<file path="src/logic/relay_ctrl_pkg.sv">
// Package of register map, field layout and timing for relay control
package relay_ctrl_pkg;
  // ***************************************************
  // Register offsets (byte addresses)
  // ***************************************************
  localparam logic [7:0] CTRL_OFS = 8'h00;
  localparam logic [7:0] LATCH_OFS = 8'h04;
  localparam logic [7:0] OINV_OFS = 8'h08;
  localparam logic [7:0] FORCE_OFS = 8'h0c;
  localparam logic [7:0] STATUS_OFS = 8'h10;
  localparam logic [7:0] HOLDING_OFS = 8'h14;
  localparam logic [7:0] CH_BASE_OFS = 8'h20;
  localparam logic [7:0] CH_STRIDE = 8'h08;
  localparam logic [7:0] CH_HOLD_OFS = 8'h04;

  // ***************************************************
  // Field positions
  // ***************************************************
  localparam int CTRL_DIS_EN_BIT = 0;
  localparam int CTRL_DIS_CMD_BIT = 1;
  localparam int CTRL_ACK_BIT = 2;
  localparam int CTRL_GFORCE_LSB = 4;
  localparam int STAT_LATCH_LSB = 8;
  localparam int STAT_DIS_LSB = 16;
  localparam int STAT_HEALTH_BIT = 24;
  localparam int CH_INV_LSB = 8;
  localparam int SIG_PER_RELAY = 7;
  localparam int HOLD_W = 15;

  // ***************************************************
  // Reset values
  // ***************************************************
  localparam logic [7:0] LATCH_RST = 8'hff;
  localparam logic [7:0] OINV_RST = 8'h00;
  localparam logic [6:0] SEL_RST = 7'h00;
  localparam logic [6:0] SINV_RST = 7'h00;
  localparam logic [HOLD_W-1:0] HOLD_RST = 15'h0000;

  // ***************************************************
  // Timing
  // ***************************************************
  localparam int CLK_PERIOD_NS = 25;
  localparam int TICK_NS = 10000000;
  localparam int TICK_CYCLES = TICK_NS / CLK_PERIOD_NS;

  // ***************************************************
  // Force settings
  // ***************************************************
  typedef enum logic [1:0] {
    FORCE_NORMAL = 2'b00,
    FORCE_DEENERGIZED = 2'b01,
    FORCE_ENERGIZED = 2'b10
  } force_t;
endpackage

</file>
<file path="src/logic/output_relay_control.sv">
// Output relay control: bus registers, acknowledge, disarm, force, health
//
// What this block does
// - Latched outputs regain their stored position after a power loss.
// - A latched output keeps its state through any reconfiguration.
// - Only an acknowledge releases a latched output.
// - The panel clear key acknowledges the outputs.
// - Per-output acknowledge input counts only while that output latches.
// - Rising external group acknowledge acknowledges all outputs at once.
// - Supervisory link group acknowledge clears all outputs together.
// - Health contact has no settings; energized only without internal fault.
// - Health contact stays off during boot.
// - After good start-up, health contact and its LED turn on.
// - Disarm needs the disarm control enabled before the disarm command.
// - Disarm skips outputs that are latched or inside their hold time.
// - Exempt outputs (zone interlock, supervision) are never disarmed.
// - Each relay forces normal, de-energized or energized; normal default.
// - A de-energized or energized group force overrides every single relay force.
// - Output is OR of the selected ones of seven optionally inverted signals, optionally inverted.
// - Acknowledge works only once the cause cleared and hold elapsed.
// - Each channel state transition is held for hold_ticks timer ticks; forces and disarm switch the coil without hold.
`timescale 1ns/1ps
module output_relay_control #(
  parameter int NUM_RELAYS = 5,
  parameter int TICK_CYCLES = relay_ctrl_pkg::TICK_CYCLES,
  parameter logic [7:0] DISARM_EXEMPT = 8'h00
) (
  // Clock and reset
  input wire logic sys_clk,
  input wire logic reset_n,
  // Avalon-MM slave
  input wire logic [7:0] avs_address,
  input wire logic avs_read,
  input wire logic avs_write,
  input wire logic [31:0] avs_writedata,
  input wire logic [3:0] avs_byteenable,
  output logic [31:0] avs_readdata,
  output logic avs_waitrequest,
  // Protection signals, seven per relay
  input wire logic [NUM_RELAYS*7-1:0] prot_sig,
  // Acknowledge sources
  input wire logic panel_clear_key,
  input wire logic [NUM_RELAYS-1:0] relay_ack_in,
  input wire logic external_group_ack,
  // Device health
  input wire logic boot_ok,
  input wire logic internal_fault,
  // Retained latch storage
  input wire logic [NUM_RELAYS-1:0] nv_latch_in,
  output logic [NUM_RELAYS-1:0] nv_latch_out,
  output logic nv_store,
  // Relay coils and health indication
  output logic [NUM_RELAYS-1:0] relay_coil,
  output logic health_contact,
  output logic health_led
);
  // ***************************************************
  // Parameter checks
  // ***************************************************
  if (NUM_RELAYS < 1 || NUM_RELAYS > 8) begin : g_bad_relays
    $error("NUM_RELAYS must be 1 to 8");
  end
  if (TICK_CYCLES < 1) begin : g_bad_tick
    $error("TICK_CYCLES must be at least 1");
  end

  localparam int TW = $clog2(TICK_CYCLES + 1);
  localparam int N = NUM_RELAYS;
  localparam int HW = relay_ctrl_pkg::HOLD_W;

  // ***************************************************
  // State
  // ***************************************************
  typedef struct packed {
    logic wait_q;
    logic [31:0] rdata;
    logic [N-1:0] latch_en;
    logic [N-1:0] out_inv;
    logic [N-1:0][6:0] sel;
    logic [N-1:0][6:0] sinv;
    logic [N-1:0][HW-1:0] hold;
    logic [N-1:0][1:0] force_sel;
    logic [1:0] gforce;
    logic dis_en;
    logic dis_cmd;
    logic [N-1:0] disarmed;
    logic link_ack;
    logic ext_prev;
    logic [TW-1:0] tick_cnt;
    logic tick;
    logic restored;
    logic [N-1:0] nv_out;
    logic nv_store;
    logic [N-1:0] coil;
    logic health;
    logic led;
  } ctrl_state_t;

  ctrl_state_t s_q;
  ctrl_state_t s_d;

  logic [N-1:0] ch_state;
  logic [N-1:0] ch_latched;
  logic [N-1:0] ch_holding;
  logic [N-1:0] ch_ack;
  logic [N-1:0] ch_restore_val;
  logic group_ack;
  logic acc;
  logic [31:0] wdata;
  logic [1:0] eff_force;

  // ***************************************************
  // Decode helpers
  // ***************************************************
  function automatic logic is_ch(input logic [7:0] a);
    return a >= relay_ctrl_pkg::CH_BASE_OFS &&
           a < 8'(relay_ctrl_pkg::CH_BASE_OFS + N * 8);
  endfunction

  function automatic logic [2:0] ch_idx(input logic [7:0] a);
    return 3'((a - relay_ctrl_pkg::CH_BASE_OFS) >> 3);
  endfunction

  function automatic logic [31:0] merge(input logic [31:0] old,
                                        input logic [31:0] nw,
                                        input logic [3:0] be);
    logic [31:0] r;
    r = old;
    for (int b = 0; b < 4; b++) begin
      if (be[b]) begin
        r[b*8 +: 8] = nw[b*8 +: 8];
      end
    end
    return r;
  endfunction

  function automatic logic [31:0] read_reg(input ctrl_state_t s,
                                           input logic [7:0] a,
                                           input logic [N-1:0] lat,
                                           input logic [N-1:0] hld);
    logic [31:0] r;
    logic [2:0] k;
    r = 32'h0000_0000;
    k = ch_idx(a);
    if (is_ch(a)) begin
      if (a[2]) begin
        r[HW-1:0] = s.hold[k];
      end else begin
        r[6:0] = s.sel[k];
        r[relay_ctrl_pkg::CH_INV_LSB +: 7] = s.sinv[k];
      end
    end else begin
      case (a)
        relay_ctrl_pkg::CTRL_OFS: begin
          r[relay_ctrl_pkg::CTRL_DIS_EN_BIT] = s.dis_en;
          r[relay_ctrl_pkg::CTRL_DIS_CMD_BIT] = s.dis_cmd;
          r[relay_ctrl_pkg::CTRL_GFORCE_LSB +: 2] = s.gforce;
        end
        relay_ctrl_pkg::LATCH_OFS: r[N-1:0] = s.latch_en;
        relay_ctrl_pkg::OINV_OFS: r[N-1:0] = s.out_inv;
        relay_ctrl_pkg::FORCE_OFS: r[2*N-1:0] = s.force_sel;
        relay_ctrl_pkg::STATUS_OFS: begin
          r[N-1:0] = s.coil;
          r[relay_ctrl_pkg::STAT_LATCH_LSB +: N] = lat;
          r[relay_ctrl_pkg::STAT_DIS_LSB +: N] = s.disarmed;
          r[relay_ctrl_pkg::STAT_HEALTH_BIT] = s.health;
        end
        relay_ctrl_pkg::HOLDING_OFS: r[N-1:0] = hld;
        default: r = 32'h0000_0000;
      endcase
    end
    return r;
  endfunction

  // ***************************************************
  // Reset image
  // ***************************************************
  function automatic ctrl_state_t rst_image();
    ctrl_state_t r = '0;
    r.wait_q = 1'b1;
    r.latch_en = relay_ctrl_pkg::LATCH_RST[N-1:0];
    r.out_inv = relay_ctrl_pkg::OINV_RST[N-1:0];
    for (int i = 0; i < N; i++) begin
      r.sel[i] = relay_ctrl_pkg::SEL_RST;
      r.sinv[i] = relay_ctrl_pkg::SINV_RST;
      r.hold[i] = relay_ctrl_pkg::HOLD_RST;
      r.force_sel[i] = relay_ctrl_pkg::FORCE_NORMAL;
    end
    r.gforce = relay_ctrl_pkg::FORCE_NORMAL;
    return r;
  endfunction

  // ***************************************************
  // Acknowledge merge
  // ***************************************************
  // Key and per-output inputs act on the same cycle, the link one cycle after its write; external input acts on its rise
  assign group_ack = panel_clear_key |
                     (external_group_ack & ~s_q.ext_prev) |
                     s_q.link_ack;
  assign ch_ack = {N{group_ack}} | (relay_ack_in & s_q.latch_en);
  assign ch_restore_val = nv_latch_in & s_q.latch_en;

  // ***************************************************
  // Relay channels
  // ***************************************************
  for (genvar g = 0; g < N; g++) begin : g_ch
    relay_channel u_ch (
      .sys_clk(sys_clk),
      .reset_n(reset_n),
      .tick(s_q.tick),
      .sig(prot_sig[g*7 +: 7]),
      .sel(s_q.sel[g]),
      .sig_inv(s_q.sinv[g]),
      .out_inv(s_q.out_inv[g]),
      .latch_en(s_q.latch_en[g]),
      .hold_ticks(s_q.hold[g]),
      .ack(ch_ack[g]),
      .restore(~s_q.restored),
      .restore_val(ch_restore_val[g]),
      .state(ch_state[g]),
      .latched(ch_latched[g]),
      .holding(ch_holding[g])
    );
  end

  // ***************************************************
  // Next state
  // ***************************************************
  assign acc = (avs_read | avs_write) & ~s_q.wait_q;

  always_comb begin
    s_d = s_q;
    wdata = 32'h0000_0000;
    eff_force = relay_ctrl_pkg::FORCE_NORMAL;
    // Bus: one wait cycle, then the access completes
    s_d.wait_q = ~((avs_read | avs_write) & s_q.wait_q);
    s_d.rdata = read_reg(s_q, avs_address, ch_latched, ch_holding);
    s_d.link_ack = 1'b0;
    s_d.ext_prev = external_group_ack;

    // Fixed timer tick
    if (s_q.tick_cnt == TW'(TICK_CYCLES - 1)) begin
      s_d.tick_cnt = '0;
      s_d.tick = 1'b1;
    end else begin
      s_d.tick_cnt = s_q.tick_cnt + 1'b1;
      s_d.tick = 1'b0;
    end

    if (acc && avs_write) begin
      if (is_ch(avs_address)) begin
        if (avs_address[2]) begin
          wdata = merge({17'h0, s_q.hold[ch_idx(avs_address)]},
                        avs_writedata, avs_byteenable);
          s_d.hold[ch_idx(avs_address)] = wdata[HW-1:0];
        end else begin
          wdata = merge({17'h0, s_q.sinv[ch_idx(avs_address)], 1'b0,
                         s_q.sel[ch_idx(avs_address)]},
                        avs_writedata, avs_byteenable);
          s_d.sel[ch_idx(avs_address)] = wdata[6:0];
          s_d.sinv[ch_idx(avs_address)] =
            wdata[relay_ctrl_pkg::CH_INV_LSB +: 7];
        end
      end else begin
        wdata = merge(read_reg(s_q, avs_address, ch_latched, ch_holding),
                      avs_writedata, avs_byteenable);
        case (avs_address)
          relay_ctrl_pkg::CTRL_OFS: begin
            s_d.dis_en = wdata[relay_ctrl_pkg::CTRL_DIS_EN_BIT];
            s_d.gforce = wdata[relay_ctrl_pkg::CTRL_GFORCE_LSB +: 2];
            s_d.link_ack = wdata[relay_ctrl_pkg::CTRL_ACK_BIT];
            if (!wdata[relay_ctrl_pkg::CTRL_DIS_CMD_BIT]) begin
              s_d.dis_cmd = 1'b0;
              s_d.disarmed = '0;
            end else if (s_q.dis_en) begin
              // Command is refused unless the control was already on
              s_d.dis_cmd = 1'b1;
              s_d.disarmed = s_q.disarmed | (~ch_latched &
                ~ch_holding & ~DISARM_EXEMPT[N-1:0]);
            end
          end
          relay_ctrl_pkg::LATCH_OFS: s_d.latch_en = wdata[N-1:0];
          relay_ctrl_pkg::OINV_OFS: s_d.out_inv = wdata[N-1:0];
          relay_ctrl_pkg::FORCE_OFS: s_d.force_sel = wdata[2*N-1:0];
          default: s_d.dis_cmd = s_q.dis_cmd;
        endcase
      end
    end
    // Dropping the control re-arms everything
    if (!s_d.dis_en) begin
      s_d.dis_cmd = 1'b0;
      s_d.disarmed = '0;
    end

    // Coil drive with force priority
    for (int i = 0; i < N; i++) begin
      if (s_q.gforce == relay_ctrl_pkg::FORCE_DEENERGIZED ||
          s_q.gforce == relay_ctrl_pkg::FORCE_ENERGIZED) begin
        eff_force = s_q.gforce;
      end else begin
        eff_force = s_q.force_sel[i];
      end
      case (eff_force)
        relay_ctrl_pkg::FORCE_ENERGIZED: s_d.coil[i] = 1'b1;
        relay_ctrl_pkg::FORCE_DEENERGIZED: s_d.coil[i] = 1'b0;
        default: s_d.coil[i] = ch_state[i] & ~s_q.disarmed[i];
      endcase
    end

    // Retained storage follows the latch image after restore
    s_d.restored = 1'b1;
    s_d.nv_out = ch_latched;
    s_d.nv_store = s_q.restored && ch_latched != s_q.nv_out;

    // Health contact: no settings, off in boot, on when healthy
    s_d.health = boot_ok & ~internal_fault;
    s_d.led = boot_ok & ~internal_fault;
  end

  always_ff @(posedge sys_clk or negedge reset_n) begin
    if (!reset_n) begin
      s_q <= rst_image();
    end else begin
      s_q <= s_d;
    end
  end

  // ***************************************************
  // Outputs
  // ***************************************************
  assign avs_readdata = s_q.rdata;
  assign avs_waitrequest = s_q.wait_q;
  assign nv_latch_out = s_q.nv_out;
  assign nv_store = s_q.nv_store;
  assign relay_coil = s_q.coil;
  assign health_contact = s_q.health;
  assign health_led = s_q.led;
endmodule // output_relay_control

</file>
<file path="src/logic/relay_channel.sv">
// One output relay channel: signal combine, latch, hold timer
`timescale 1ns/1ps
module relay_channel (
  // Clock and reset
  input wire logic sys_clk,
  input wire logic reset_n,
  // Timing
  input wire logic tick,
  // Assigned signals and their setup
  input wire logic [6:0] sig,
  input wire logic [6:0] sel,
  input wire logic [6:0] sig_inv,
  input wire logic out_inv,
  input wire logic latch_en,
  input wire logic [relay_ctrl_pkg::HOLD_W-1:0] hold_ticks,
  // Acknowledge and restore
  input wire logic ack,
  input wire logic restore,
  input wire logic restore_val,
  // State
  output logic state,
  output logic latched,
  output logic holding
);
  typedef struct packed {
    logic state;
    logic latched;
    logic [relay_ctrl_pkg::HOLD_W-1:0] hold_cnt;
  } ch_state_t;

  ch_state_t s_q;
  ch_state_t s_d;
  logic raw;
  logic desired;

  always_comb begin
    raw = (|(sel & (sig ^ sig_inv))) ^ out_inv;
    desired = raw | s_q.latched;
    s_d = s_q;
    if (restore) begin
      // Stored position comes back instead of a cleared one
      s_d.state = restore_val;
      s_d.latched = restore_val;
    end else begin
      if (latch_en && raw) begin
        s_d.latched = 1'b1;
      end else if (ack && !raw && s_q.hold_cnt == '0) begin
        // Latch drops only by acknowledge, never by config change
        s_d.latched = 1'b0;
      end
      if (desired != s_q.state && s_q.hold_cnt == '0) begin
        s_d.state = desired;
        s_d.hold_cnt = hold_ticks;
      end else if (tick && s_q.hold_cnt != '0) begin
        s_d.hold_cnt = s_q.hold_cnt - 1'b1;
      end
    end
  end

  always_ff @(posedge sys_clk or negedge reset_n) begin
    if (!reset_n) begin
      s_q <= '0;
    end else begin
      s_q <= s_d;
    end
  end

  assign state = s_q.state;
  assign latched = s_q.latched;
  assign holding = s_q.hold_cnt != '0;
endmodule // relay_channel

</file>
<file path="config.mk">
export PLATFORM = sky130hd
export DESIGN_NAME = output_relay_control
export DESIGN_NICKNAME = d
export VERILOG_FILES = /design/src/logic/relay_ctrl_pkg.sv /design/src/logic/output_relay_control.sv /design/src/logic/relay_channel.sv
export SDC_FILE = /design/constraint.sdc
export NUM_CORES = 1
export LEC_CHECK = 0
export BUFFER_PORTS_ARGS = -buffer_cell sky130_fd_sc_hd__buf_4
export CORE_ASPECT_RATIO = 2
export CORE_MARGIN = 3
export CORE_UTILIZATION = 45
export CTS_CLUSTER_DIAMETER = 40
export DETAILED_ROUTE_END_ITERATION = 7
export SETUP_SLACK_MARGIN = 0.02
export SLEW_MARGIN = 20
export SYNTH_ARGS = -nofsm -noshare
export SYNTH_HDL_FRONTEND = slang
export SYNTH_SLANG_ARGS = --single-unit
</file>
<file path="constraint.sdc">
create_clock -name sys_clk -period 5.6 [get_ports sys_clk]
set_input_delay 1.12 -clock sys_clk [delete_from_list [all_inputs] [get_ports sys_clk]]
set_output_delay 1.12 -clock sys_clk [all_outputs]
set_load 0.01 [all_outputs]
</file>
-- Word level (Yosys, flattened, before mapping)
Index checks and enable logic that the tools add are counted.
- flip-flop bits (word level): 327
- output and inout bits: 46
- word-level logic and storage cells: 315
- $add $sub $neg: 7
- order comparisons: 4
- eq/ne operators: 38
- multiplexer cells: 96
- bitwise operators: 50
- reduce and logical (&&, ||, !) cells: 68
- operators with widths (kind ; count):
    two-way mux 15 bit ; 13
    two-way mux 7 bit ; 17
    bitwise mux 75 bit ; 1
    logical NOT 15 bit ; 5
    nonzero test 15 bit ; 5
    subtractor 15 x 1 -> 15 bit, second input constant ; 5
    two-way mux 8 bit ; 9
    bitwise mux 35 bit ; 2
    binary-select mux 15 bit (select 3 bit) ; 1
    demux 15 bit (select 3 bit) ; 1
    binary-select mux 7 bit (select 3 bit) ; 2
    AND 7 bit ; 5
    OR reduction 7 bit ; 5
    bitwise XOR 7 bit ; 5
    logical AND 1 bit ; 29
    two-way mux 2 bit ; 12
    two-way mux 6 bit ; 4
    demux 7 bit (select 3 bit) ; 1
    two-way mux 20 bit ; 1
    adder 19 x 1 -> 19 bit, second input constant ; 1
    equality test 19 bit, second input constant ; 1
    two-way mux 1 bit ; 19
    AND reduction 3 bit ; 6
    equality test 8 x 4 -> 1 bit, second input constant ; 2
    other kinds (36) ; 111

-- Longest topological paths before layout
Gate-level depths: netlist (run 1).
- word-level depth: 11
- depth in mapped cells: 11
- gate-level depth less buffers: 9

-- By module
A second synthesis (run 1) with hierarchy kept.
- cell total of the unflattened synthesis: 1631
- area total of the unflattened synthesis: 17216.5 um^2
- by module, submodules not included (module ; times used ; cells an instance ; area an instance (um^2) ; sequential area each (um^2)):
    output_relay_control ; 1 ; 966 ; 11275.8 ; 5788.1
    relay_channel at g_ch[1].u_ch ... ; 3 ; 136 ; 1176.1 ; 425.4
    relay_channel at g_ch[0].u_ch ; 1 ; 133 ; 1223.7 ; 425.4
    relay_channel at g_ch[4].u_ch ; 1 ; 124 ; 1188.6 ; 425.4

-- Least setup slack after synthesis (run 1)
OpenSTA, ideal clock, no wires.
- kind: input to register
- start: input avs_address[3]
- end: register s_q[137] (netlist bit)
- setup time: 0.125 ns
- arrival: 3.266 ns
- required time: 5.475 ns
- setup slack: 2.209 ns
- stages: 9
- path buffers: 3
- cell sequence: clkbuf_1 -> nor3_1 -> mux2i_1 -> or2_1 -> clkbuf_1 -> nor3_2 -> nor3b_2 -> buf_2 -> mux2_2
- longest elaborated chain between the ends: 8
- ends and longest elaborated chain (element ; line ; RTL):
    start, declared ; output_relay_control.sv:32 ; input wire logic [7:0] avs_address,
    subtractor 6 bit ; output_relay_control.sv:121 ; return 3'((a - relay_ctrl_pkg::CH_BASE_OFS) >> 3);
    binary-select mux 7 bit (select 3 bit) ; output_relay_control.sv:257 ; wdata = merge({17'h0, s_q.sinv[ch_idx(avs_address)], 1'b0,
    two-way mux 7 bit (not written as such) ; output_relay_control.sv:257 ;
    two-way mux 7 bit ; output_relay_control.sv:130 ; if (be[b]) begin
    two-way mux 7 bit ; output_relay_control.sv:252 ; if (avs_address[2]) begin
    two-way mux 7 bit ; output_relay_control.sv:251 ; if (is_ch(avs_address)) begin
    two-way mux 7 bit ; output_relay_control.sv:250 ; if (acc && avs_write) begin
    bitwise mux 35 bit ; output_relay_control.sv:261 ; s_d.sinv[ch_idx(avs_address)] =
    end signal, assigned ; output_relay_control.sv:322 ; s_q <= rst_image();
    end, declared ; output_relay_control.sv:99 ; ctrl_state_t s_q;
Several ways; a longest one is shown, not always the timed one. The select of a mux whose other input is x is not followed.
A chain may end at the register's enable or synchronous reset.

-- Final worst setup path (run 1)
- start: input prot_sig[8]
- end: register g_ch[1].u_ch.s_q[1] (netlist bit)
- longest elaborated chain between the ends: 9
- ends and longest elaborated chain (element ; line ; RTL):
    start, declared ; output_relay_control.sv:40 ; input wire logic [NUM_RELAYS*7-1:0] prot_sig,
    bitwise XOR 7 bit * ; relay_channel.sv:37 ; raw = (|(sel & (sig ^ sig_inv))) ^ out_inv;
    AND 7 bit * ; relay_channel.sv:37 ;
    OR reduction 7 bit * ; relay_channel.sv:37 ;
    bitwise XOR 1 bit * ; relay_channel.sv:37 ;
    bitwise OR 1 bit * ; relay_channel.sv:38 ; desired = raw | s_q.latched;
    != test 1 bit * ; relay_channel.sv:51 ; if (desired != s_q.state && s_q.hold_cnt == '0) begin
    logical AND 1 bit * ; relay_channel.sv:51 ;
    nonzero test 2 bit (no source line) ; -- ;
    AND reduction 2 bit (no source line) ; -- ;
    end signal, assigned ; relay_channel.sv:62 ; s_q <= '0;
    end signal, assigned ; relay_channel.sv:64 ; s_q <= s_d;
    end, declared ; relay_channel.sv:31 ; ch_state_t s_q;
Mark *: on every way between the ends. The rest lies on a longest branch, timed or not.

==> impl_metrics.tcl, run 1 <==
set metrics [dict create \
    max_stage_delay_ps 890 \
    synth_top_area_share_pct 46.15 \
    slew_headroom_pct 24.87 \
    cts_tree "yes" \
    clkLatencyLatePin_ps 540 \
    synthFlopType "dfrtp_1" \
    min_path_type "register to register" \
    p_int_uw 3959 \
    ir_worst_vdd_mv 0.2473 \
    synth_top_cell_by_area "dfrtp_1" \
    layout_common_cells "dfrtp_1, nand2_1, buf_4" \
    slew_violations 0 \
    rsz0062_at_grt "false" \
    cts_resized 0 \
    hpwl_um 42760 \
    nNetsFinal 1909 \
    setup_ws_ps 1781 \
    yosys_warnings 0 \
    p_comb_share_pct 9.3 \
    endpoint_kind "register" \
    worstPathRequired_ps 6010 \
    drive_gt1_share_pct 20.11 \
    outcome "completed" \
    worstPathCellList "buf_4, xor2_1, a222oi_1, nand4_1, a21oi_1, mux2i_2, buf_4, nor3b_1, a211oi_1" \
    wl_per_cell_um 24.93 \
    grt_pass1_vias 14200 \
    p_sw_uw 1469 \
    post-route-period-util_pct 68.19 \
    hp-start "s_q[15]" \
    first_iter_violations 848 \
    routed_wl_um 56820 \
    clock.fmax_mhz 261.9 \
    numCtsBuffers 36 \
    cts_root_buf "clkbuf_16" \
    synth-edff-count 0 \
    synthArstFlopShare_pct 100.0 \
    grt_first_pass_wirelength_um 85890 \
    maxCapViolations 0 \
    hold_buffers 0 \
    grt_usage_pct 28.50 \
    multi_input_area_mm2 0.008150 \
    skew_ps 16.42 \
    ys_ff_latch 316 \
    routed-via-count 13820 \
    antenna_found_initial 0 \
    die_h_um 279.3 \
    powerDensity_mw_per_mm2 284.6 \
    leakage_uw 0.008808 \
    crit_start "prot_sig[8]" \
    drc 0 \
    worstSetupPathType "input port to register" \
    seq_area_frac_synth_pct 47.09 \
    num_antenna_cells 0 \
    initial_utilization_pct 45.84 \
    hold_slack_ps 464.4 \
    synth_area_leaders "dfrtp_1, mux2_2, nand2_1" \
    power.share.clock_pct 45.3 \
    die_area_mm2 0.03985 \
    cp-start-kind "input port" \
    share_seq_of_total_power_pct 45.4 \
    gp_congestion 0.9684 \
    final-setup-viol-count 0 \
    syn_avg_cell_area_um2 9.694 \
    finalSetupTns_ps 0 \
    final_common_cell "dfrtp_1" \
    worst_path_most_repeated_cell "buf_4" \
    cts_buffer_depth 3 \
    power.total_uw 5427 \
    grt_start_max_net_pins 119 \
    path_clk_slew_ps 60 \
    avgViaCountPerCell 6.065 \
    timing.rr.start "g_ch[3].u_ch.s_q[7]" \
    crit_fanout 18 \
    area_growth_pct 13.46 \
    sw_frac_of_total_pct 27.06 \
    cp.arrival_ps 4220 \
    io_buffers 112 \
    slowest_stage "a222oi_1" \
    finalHoldViolCount 0 \
    register_area_mm2 0.007915 \
    synthCells 1734 \
    syn_area_mm2 0.01681 \
    floorplan.die.width_um 142.7 \
    worstMarginPinSlew_ps 1115 \
    cts_max_level 2 \
    clock-sinks 316 \
    grt_remaining_overflow 0 \
    drt_first_pass_iters 5 \
    rows 99 \
    fillers 3365 \
    dpl_worst_slack_ps 1333 \
    postRouteAntennaNets 0 \
    core_mm2 0.03667 \
    post_cts_buffers 0 \
    ios 143 \
    synth.distinct_cells 79 \
    fin_crit_ps 3819 \
]
[worst max-delay path: cells and delay by family]
family / cells / cell delay (ps)
buf+inv: 2 / 420
simple gates: 2 / 550
mux: 1 / 560
xor+xnor: 1 / 140
compound gates: 3 / 1410
[final cells by class]
class,instances,share of cell area [%]
sequential,316,41.50
clock buffer,45,5.327
tap,454,2.979
timing repair buffer,138,5.472
inverter,45,0.8857
multi-input combinational,1261,42.74
clock inverter,20,1.096
[worst paths after layout]
| kind | end | slack (ps) | cells past startpoint |
|---|---|---|---|
| setup / recovery | g_ch[1].u_ch.s_q[1] | 1780 | 9 |
| hold / removal | s_q[15] | 460 | 1 |
| setup reg to reg | g_ch[3].u_ch.s_q[10] | 1990 | 7 |
| hold reg to reg | s_q[15] | 460 | 1 |
| max in group asynchronous | s_q[44] | 3530 | 2 |
| min in group asynchronous | s_q[140] | 600 | 1 |
[sequential cells by signal, indices dropped and copies added (netlist names)]
name	flops
avs_readdata	21
s_q	197
g_ch.u_ch.state	5
g_ch.u_ch.latched	5
avs_waitrequest	1
g_ch.u_ch.s_q	75
nv_latch_out	5
health_led	1
nv_store	1
relay_coil	5
[layer usage]
metal / vias up / track usage, % / share of wire [%]
li1: 6245 / - / -
met1: 6896 / 30.50 / 35
met2: 476 / 49.32 / 51
met3: 206 / 3.041 / 3.6
met4: 0 / 23.93 / 11
met5: - / 0 / 0
[kinds of logic after synthesis]
logic type               count (synthesis)  synth area share, %
AO/OA/AOI/OAI                          389                14.88
flip-flops                             316                47.09
AND/OR/NAND/NOR                        614                17.25
multiplexers                           158                11.05
adder cells (fa/ha/maj)                 17                1.221
XOR/XNOR                                71                3.700
buffers and inverters                  167                4.771
other                                    2              0.04468
[cell usage after synthesis (11+ instances only)]
| library cell | instances |
|---|---|
| and2_1 | 20 |
| or3_1 | 11 |
| xor2_1 | 55 |
| a21oi_1 | 97 |
| a22o_1 | 22 |
| nand2_1 | 258 |
| a22oi_1 | 39 |
| nand3_1 | 53 |
| dfrtp_1 | 310 |
| buf_4 | 44 |
| inv_1 | 44 |
| a211oi_1 | 11 |
| o31ai_1 | 12 |
| ha_1 | 14 |
| mux2i_1 | 31 |
| mux2_2 | 116 |
| nor2_1 | 127 |
| nand4_1 | 15 |
| nor3_1 | 39 |
| o21ai_0 | 116 |
| nor4_1 | 12 |
| o21a_1 | 11 |
| xnor2_1 | 16 |
| clkbuf_1 | 61 |
| and3_1 | 12 |
[power groups by stage]
stage               logic, uW  clock network [uW]  registers [uW]
floorplan                 278                   0            2450
global placement          499                   0            2500
detailed placement        504                   0            2500
CTS                       506                2500            2460
global route              545                2570            2470
finish                    506                2460            2460
[per-stage QoR]
stage,cells,area [um^2],utilization [%]
floorplan,1744,16850,-
global placement,2214,17840,48.66
detailed placement,2214,17850,48.67
CTS,2279,19070,52.01
global route,2279,19070,52.01
finish,2279,19070,52.01
Note: power is estimated with default switching activity, not from simulation.
==> inputs of run 2 (changes only) <==
clock period = 3.8 ns   (was 5.6 ns; I/O delays follow)
==> impl_metrics.tcl, run 2 (synthesis results as in run 1) <==
set metrics [dict create \
    outcome "completed" \
    routed_wl_um 57170 \
    slew_violations 0 \
    cts_tree "yes" \
    num_antenna_cells 0 \
    clkLatencyLatePin_ps 540 \
    grt_start_max_net_pins 119 \
    endpoint "s_q[39]" \
    cts_root_buf "clkbuf_16" \
    crit_start "g_ch[0].u_ch.s_q[9]" \
    grt_busiest_layer "met2" \
    largest_reg_flops 197 \
    floorplan.die.width_um 142.7 \
    post_cts_buffers 0 \
    cts_buffer_depth 3 \
    area_growth_pct 15.85 \
    post-route-period-util_pct 85.47 \
    rows 99 \
    cp.arrival_ps 3650 \
    dp.cells 2262 \
    skew_ps 14.93 \
    postRouteAntennaNets 0 \
    core_mm2 0.03667 \
    die_h_um 279.3 \
    drive_gt1_share_pct 21.86 \
    cts_max_level 2 \
    layout_common_cells "dfrtp_1, nand2_1, buf_4" \
    largest-register "s_q" \
    use_met1_pct 30.63 \
    hold_buffers 0 \
    grt_use_met3_pct 3.143 \
    die_area_mm2 0.03985 \
    r2r_end "s_q[39]" \
    drc 0 \
    leakage_uw 0.009045 \
    finalSetupTns_ps 0 \
    hold_slack_ps 102.4 \
    slew_headroom_pct 31.20 \
    r2r_cells 7 \
    final_common_cell "dfrtp_1" \
    rrSetupSlack_ps 550 \
    finalHoldViolCount 0 \
    powerDensity_mw_per_mm2 413.9 \
    antenna_found_initial 0 \
    clock-sinks 316 \
    worstMarginPinSlew_ps 1023 \
    avgViaCountPerCell 6.030 \
    drt_first_pass_iters 7 \
    min_path_type "input port to asynchronous set/reset pin" \
    io_buffers 112 \
    wl_per_cell_um 24.59 \
    met2_usage_pct 49.83 \
    cts_resized 0 \
    initial_utilization_pct 45.84 \
    worstSetupPathType "register to register" \
    numCtsBuffers 36 \
    cp-start-kind "register" \
    grt_pass1_vias 14140 \
    worstPathRequired_ps 4200 \
    endpoint_kind "register" \
    nNetsFinal 1957 \
    first_iter_violations 1049 \
    hpwl_um 43690 \
    grt_usage_pct 28.61 \
    gp_congestion 0.9682 \
    final-setup-viol-count 0 \
    fin_crit_ps 3248 \
    maxCapViolations 0 \
    path_clk_slew_ps 60 \
    grt_first_pass_wirelength_um 85620 \
    crit_fanout 6 \
    ios 143 \
    ir_worst_vdd_mv 0.3926 \
    rsz0062_at_grt "false" \
    clock.fmax_mhz 307.9 \
    grt_remaining_overflow 0 \
    instances_no_fill 2325 \
    timing.rr.start "g_ch[0].u_ch.s_q[9]" \
    routed-via-count 14020 \
]
run 2: changes by cell type in the layout (fill, tap and decap cells not counted), moves of 2 or more:
cell        previous run  this run
inv_6                  4         1
clkbuf_8               6         4
clkbuf_1               2         5
inv_8                  4         1
clkinvlp_4             3         5
bufinv_16              2         4
buf_4                137       181
buf_12                 0         4
run 2: worst min path at each step:
stage | endpoint | slack, ps | cells past startpoint
after global routing | s_q[149] | 120 | 1
after floorplan | s_q[15] | 430 | 1
after CTS | s_q[133] | 100 | 1
final | s_q[133] | 100 | 1
after global placement | s_q[15] | 440 | 1
after detailed placement | s_q[15] | 460 | 1
run 2: critical path: stages, from the launching register on:
cell     delay (ps)
dfrtp_1         410
or4_1           640
nor4_4          420
a21oi_1         180
o31ai_1         850
o31ai_1         370
nand2_1         170
o21ai_0          80
run 2: cell type report:
cell class	instances	area [um^2]
clock buffer	46	999.7
clock inverter	17	226.5
fill	3359	17190
inverter	45	168.9
multi-input combinational	1261	8140
sequential	316	7915
tap	454	568.0
timing repair buffer	186	1454
run 2: report_power, final:
group	switching (uW)	leakage, uW	internal [uW]
Clock	1500	0.000585	2160
Sequential	146	0.00419	3480
Combinational	471	0.00427	307
Total	2120	0.00905	5940
run 2: per-stage QoR:
| step | total power, uW | area, um^2 | utilization (%) | setup WS (ps) |
|---|---|---|---|---|
| floorplan | 4021 | 16850 | - | 769.3 |
| global placement | 4443 | 18250 | 49.76 | 468.3 |
| detailed placement | 4456 | 18250 | 49.76 | 454.3 |
| CTS | 8108 | 19470 | 53.11 | 603.8 |
| global route | 8300 | 19470 | 53.11 | 472.3 |
| finish | 8060 | 19470 | 53.11 | 552.1 |
run 2: metal layers:
layer / vias up / wire length [um]
li1: 6360 / -
met1: 6919 / 19620
met2: 549 / 29170
met3: 192 / 2461
met4: 0 / 5920
met5: - / 0
==> inputs of run 3 (changes only) <==
GPL_TIMING_DRIVEN = 0   (was default)
==> impl_metrics.tcl, run 3 (synthesis results as in run 1) <==
set metrics [dict create \
    slowest_stage "clkbuf_1" \
    largest-register "s_q" \
    io_buffers 111 \
    ir_worst_vdd_mv 0.4206 \
    final-setup-viol-count 0 \
    endpoint_kind "register" \
    p_comb_share_pct 10.1 \
    fillers 3436 \
    routed-via-count 14360 \
    outcome "completed" \
    p_int_uw 5888 \
    avgViaCountPerCell 6.042 \
    largest_reg_flops 197 \
    grt_remaining_overflow 0 \
    grt_start_max_net_pins 93 \
    slew_headroom_pct 25.74 \
    instances_no_fill 2377 \
    cts_tree "yes" \
    drive_gt1_share_pct 20.38 \
    fin_util_pct 53.41 \
    finalSetupTns_ps 0 \
    skew_ps 19.83 \
    worstMarginPinSlew_ps 1104 \
    cp.arrival_ps 4120 \
    cp-start-kind "input port" \
    share_seq_of_total_power_pct 45.2 \
    wl_met2_um 31180 \
    wl_met3_um 2714 \
    finalHoldViolCount 0 \
    worstPathCellList "buf_4, buf_1, clkbuf_1, clkdlybuf4s15_2, mux2i_1, o21ai_0, a21oi_1, a21oi_2, mux2_2" \
    layout_common_cells "dfrtp_1, nand2_1, buf_4" \
    sw_frac_of_total_pct 26.64 \
    routed_wl_um 60980 \
    powerDensity_mw_per_mm2 409.9 \
    grt_pass1_vias 14540 \
    floorplan.die.width_um 142.7 \
    hpwl_um 47800 \
    p_sw_uw 2138 \
    fin_crit_ps 3706 \
    core_mm2 0.03667 \
    dp.cells 2313 \
    final_common_cell "dfrtp_1" \
    worstSetupPathType "input port to register" \
    clkLatencyLatePin_ps 540 \
    num_antenna_cells 0 \
    worstPathRequired_ps 4220 \
    area_growth_pct 16.50 \
    clock.fmax_mhz 269.8 \
    postRouteAntennaNets 0 \
    cts_max_level 2 \
    first_iter_violations 1124 \
    top_layer "met4" \
    nNetsFinal 2010 \
    slew_violations 0 \
    crit_fanout 10 \
    leakage_uw 0.009072 \
    grt_first_pass_wirelength_um 89950 \
    rsz0062_at_grt "false" \
    max_stage_delay_ps 660 \
    post-route-period-util_pct 97.53 \
    cts_buffer_depth 3 \
    die_area_mm2 0.03985 \
    rrSetupSlack_ps 180 \
    drc 0 \
    power.share.clock_pct 44.7 \
    numCtsBuffers 36 \
    path_clk_slew_ps 70 \
    wl_per_cell_um 25.65 \
    maxCapViolations 0 \
    clock-sinks 316 \
    gp_congestion 0.9921 \
    m1WireLength_um 20180 \
    initial_utilization_pct 45.84 \
    die_h_um 279.3 \
    min_path_type "input port to asynchronous set/reset pin" \
    cts_root_buf "clkbuf_16" \
    rows 99 \
    grt_usage_pct 30.52 \
    antenna_found_initial 0 \
    drt_first_pass_iters 6 \
    ios 143 \
    hold_buffers 0 \
]
## run 3: cell types whose count changed in the layout (fill, tap and decap cells not counted), sizes merged
| cell | previous run | this run |
|---|---|---|
| inv | 46 | 48 |
| buf | 186 | 177 |
| bufinv | 4 | 3 |
| clkdlybuf4s15 | 0 | 1 |
| clkbuf | 46 | 109 |
| clkinvlp | 5 | 1 |
## run 3: per-layer routing
layer / global-route usage (%) / up-vias
met3: 3.604 / 230
met2: 52.72 / 561
li1: - / 6466
met5: 0 / -
met1: 31.74 / 7104
met4: 27.37 / 0
## run 3: per-stage QoR
step | hold slack (ps) | setup slack, ps | total power, uW | cell area (um^2)
CTS | 187.9 | 58.19 | 8067 | 19560
detailed placement | 449.8 | -805.9 | 4487 | 18350
global placement | 444.2 | -1043 | 4462 | 18250
global route | 195.0 | 21.90 | 8267 | 19580
floorplan | 432.9 | 769.3 | 4021 | 16850
finish | 168.4 | 93.99 | 8026 | 19580
## run 3: area by class of cell
cell class	count	area [um^2]	area share [%]
Clock buffer	48	1017	5.195
Sequential cell	316	7915	40.42
Buffer	122	640.6	3.272
Clock inverter	14	180.2	0.9201
Inverter	45	168.9	0.8626
Tap cell	454	568.0	2.901
Multi-Input combinational cell	1261	8148	41.61
Timing Repair Buffer	117	943.4	4.818
## run 3: final timing paths
check                                    start              endpoint  cells after the start
max                             avs_address[4]              s_q[119]                      9
min                                    reset_n              s_q[144]                      1
max reg2reg                g_ch[3].u_ch.s_q[7]  g_ch[3].u_ch.s_q[10]                      7
min reg2reg                            s_q[15]               s_q[15]                      1
max in group asynchronous              reset_n   g_ch[4].u_ch.s_q[9]                      3
min in group sys_clk        external_group_ack               s_q[34]                      1
## run 3: worst max-delay path, delay by kind of cell
kind	cells	cell delay, ps
buffers and inverters	4	1960
muxes	2	740
AOI/OAI and AO/OA	3	640
## run 3: power by group through the flow
stage | registers [uW] | clock network (uW) | logic (uW)
after floorplan | 3610 | 0 | 410
after global placement | 3680 | 0 | 778
after detailed placement | 3690 | 0 | 800
after CTS | 3630 | 3640 | 804
after global routing | 3630 | 3770 | 867
final | 3630 | 3590 | 810
## run 3: timing repair
action                     4_1_cts  5_1_grt
setup buffers                    0        2
setup endpoints to repair       12        4
resized for setup                2        2
pin swaps                        0        1
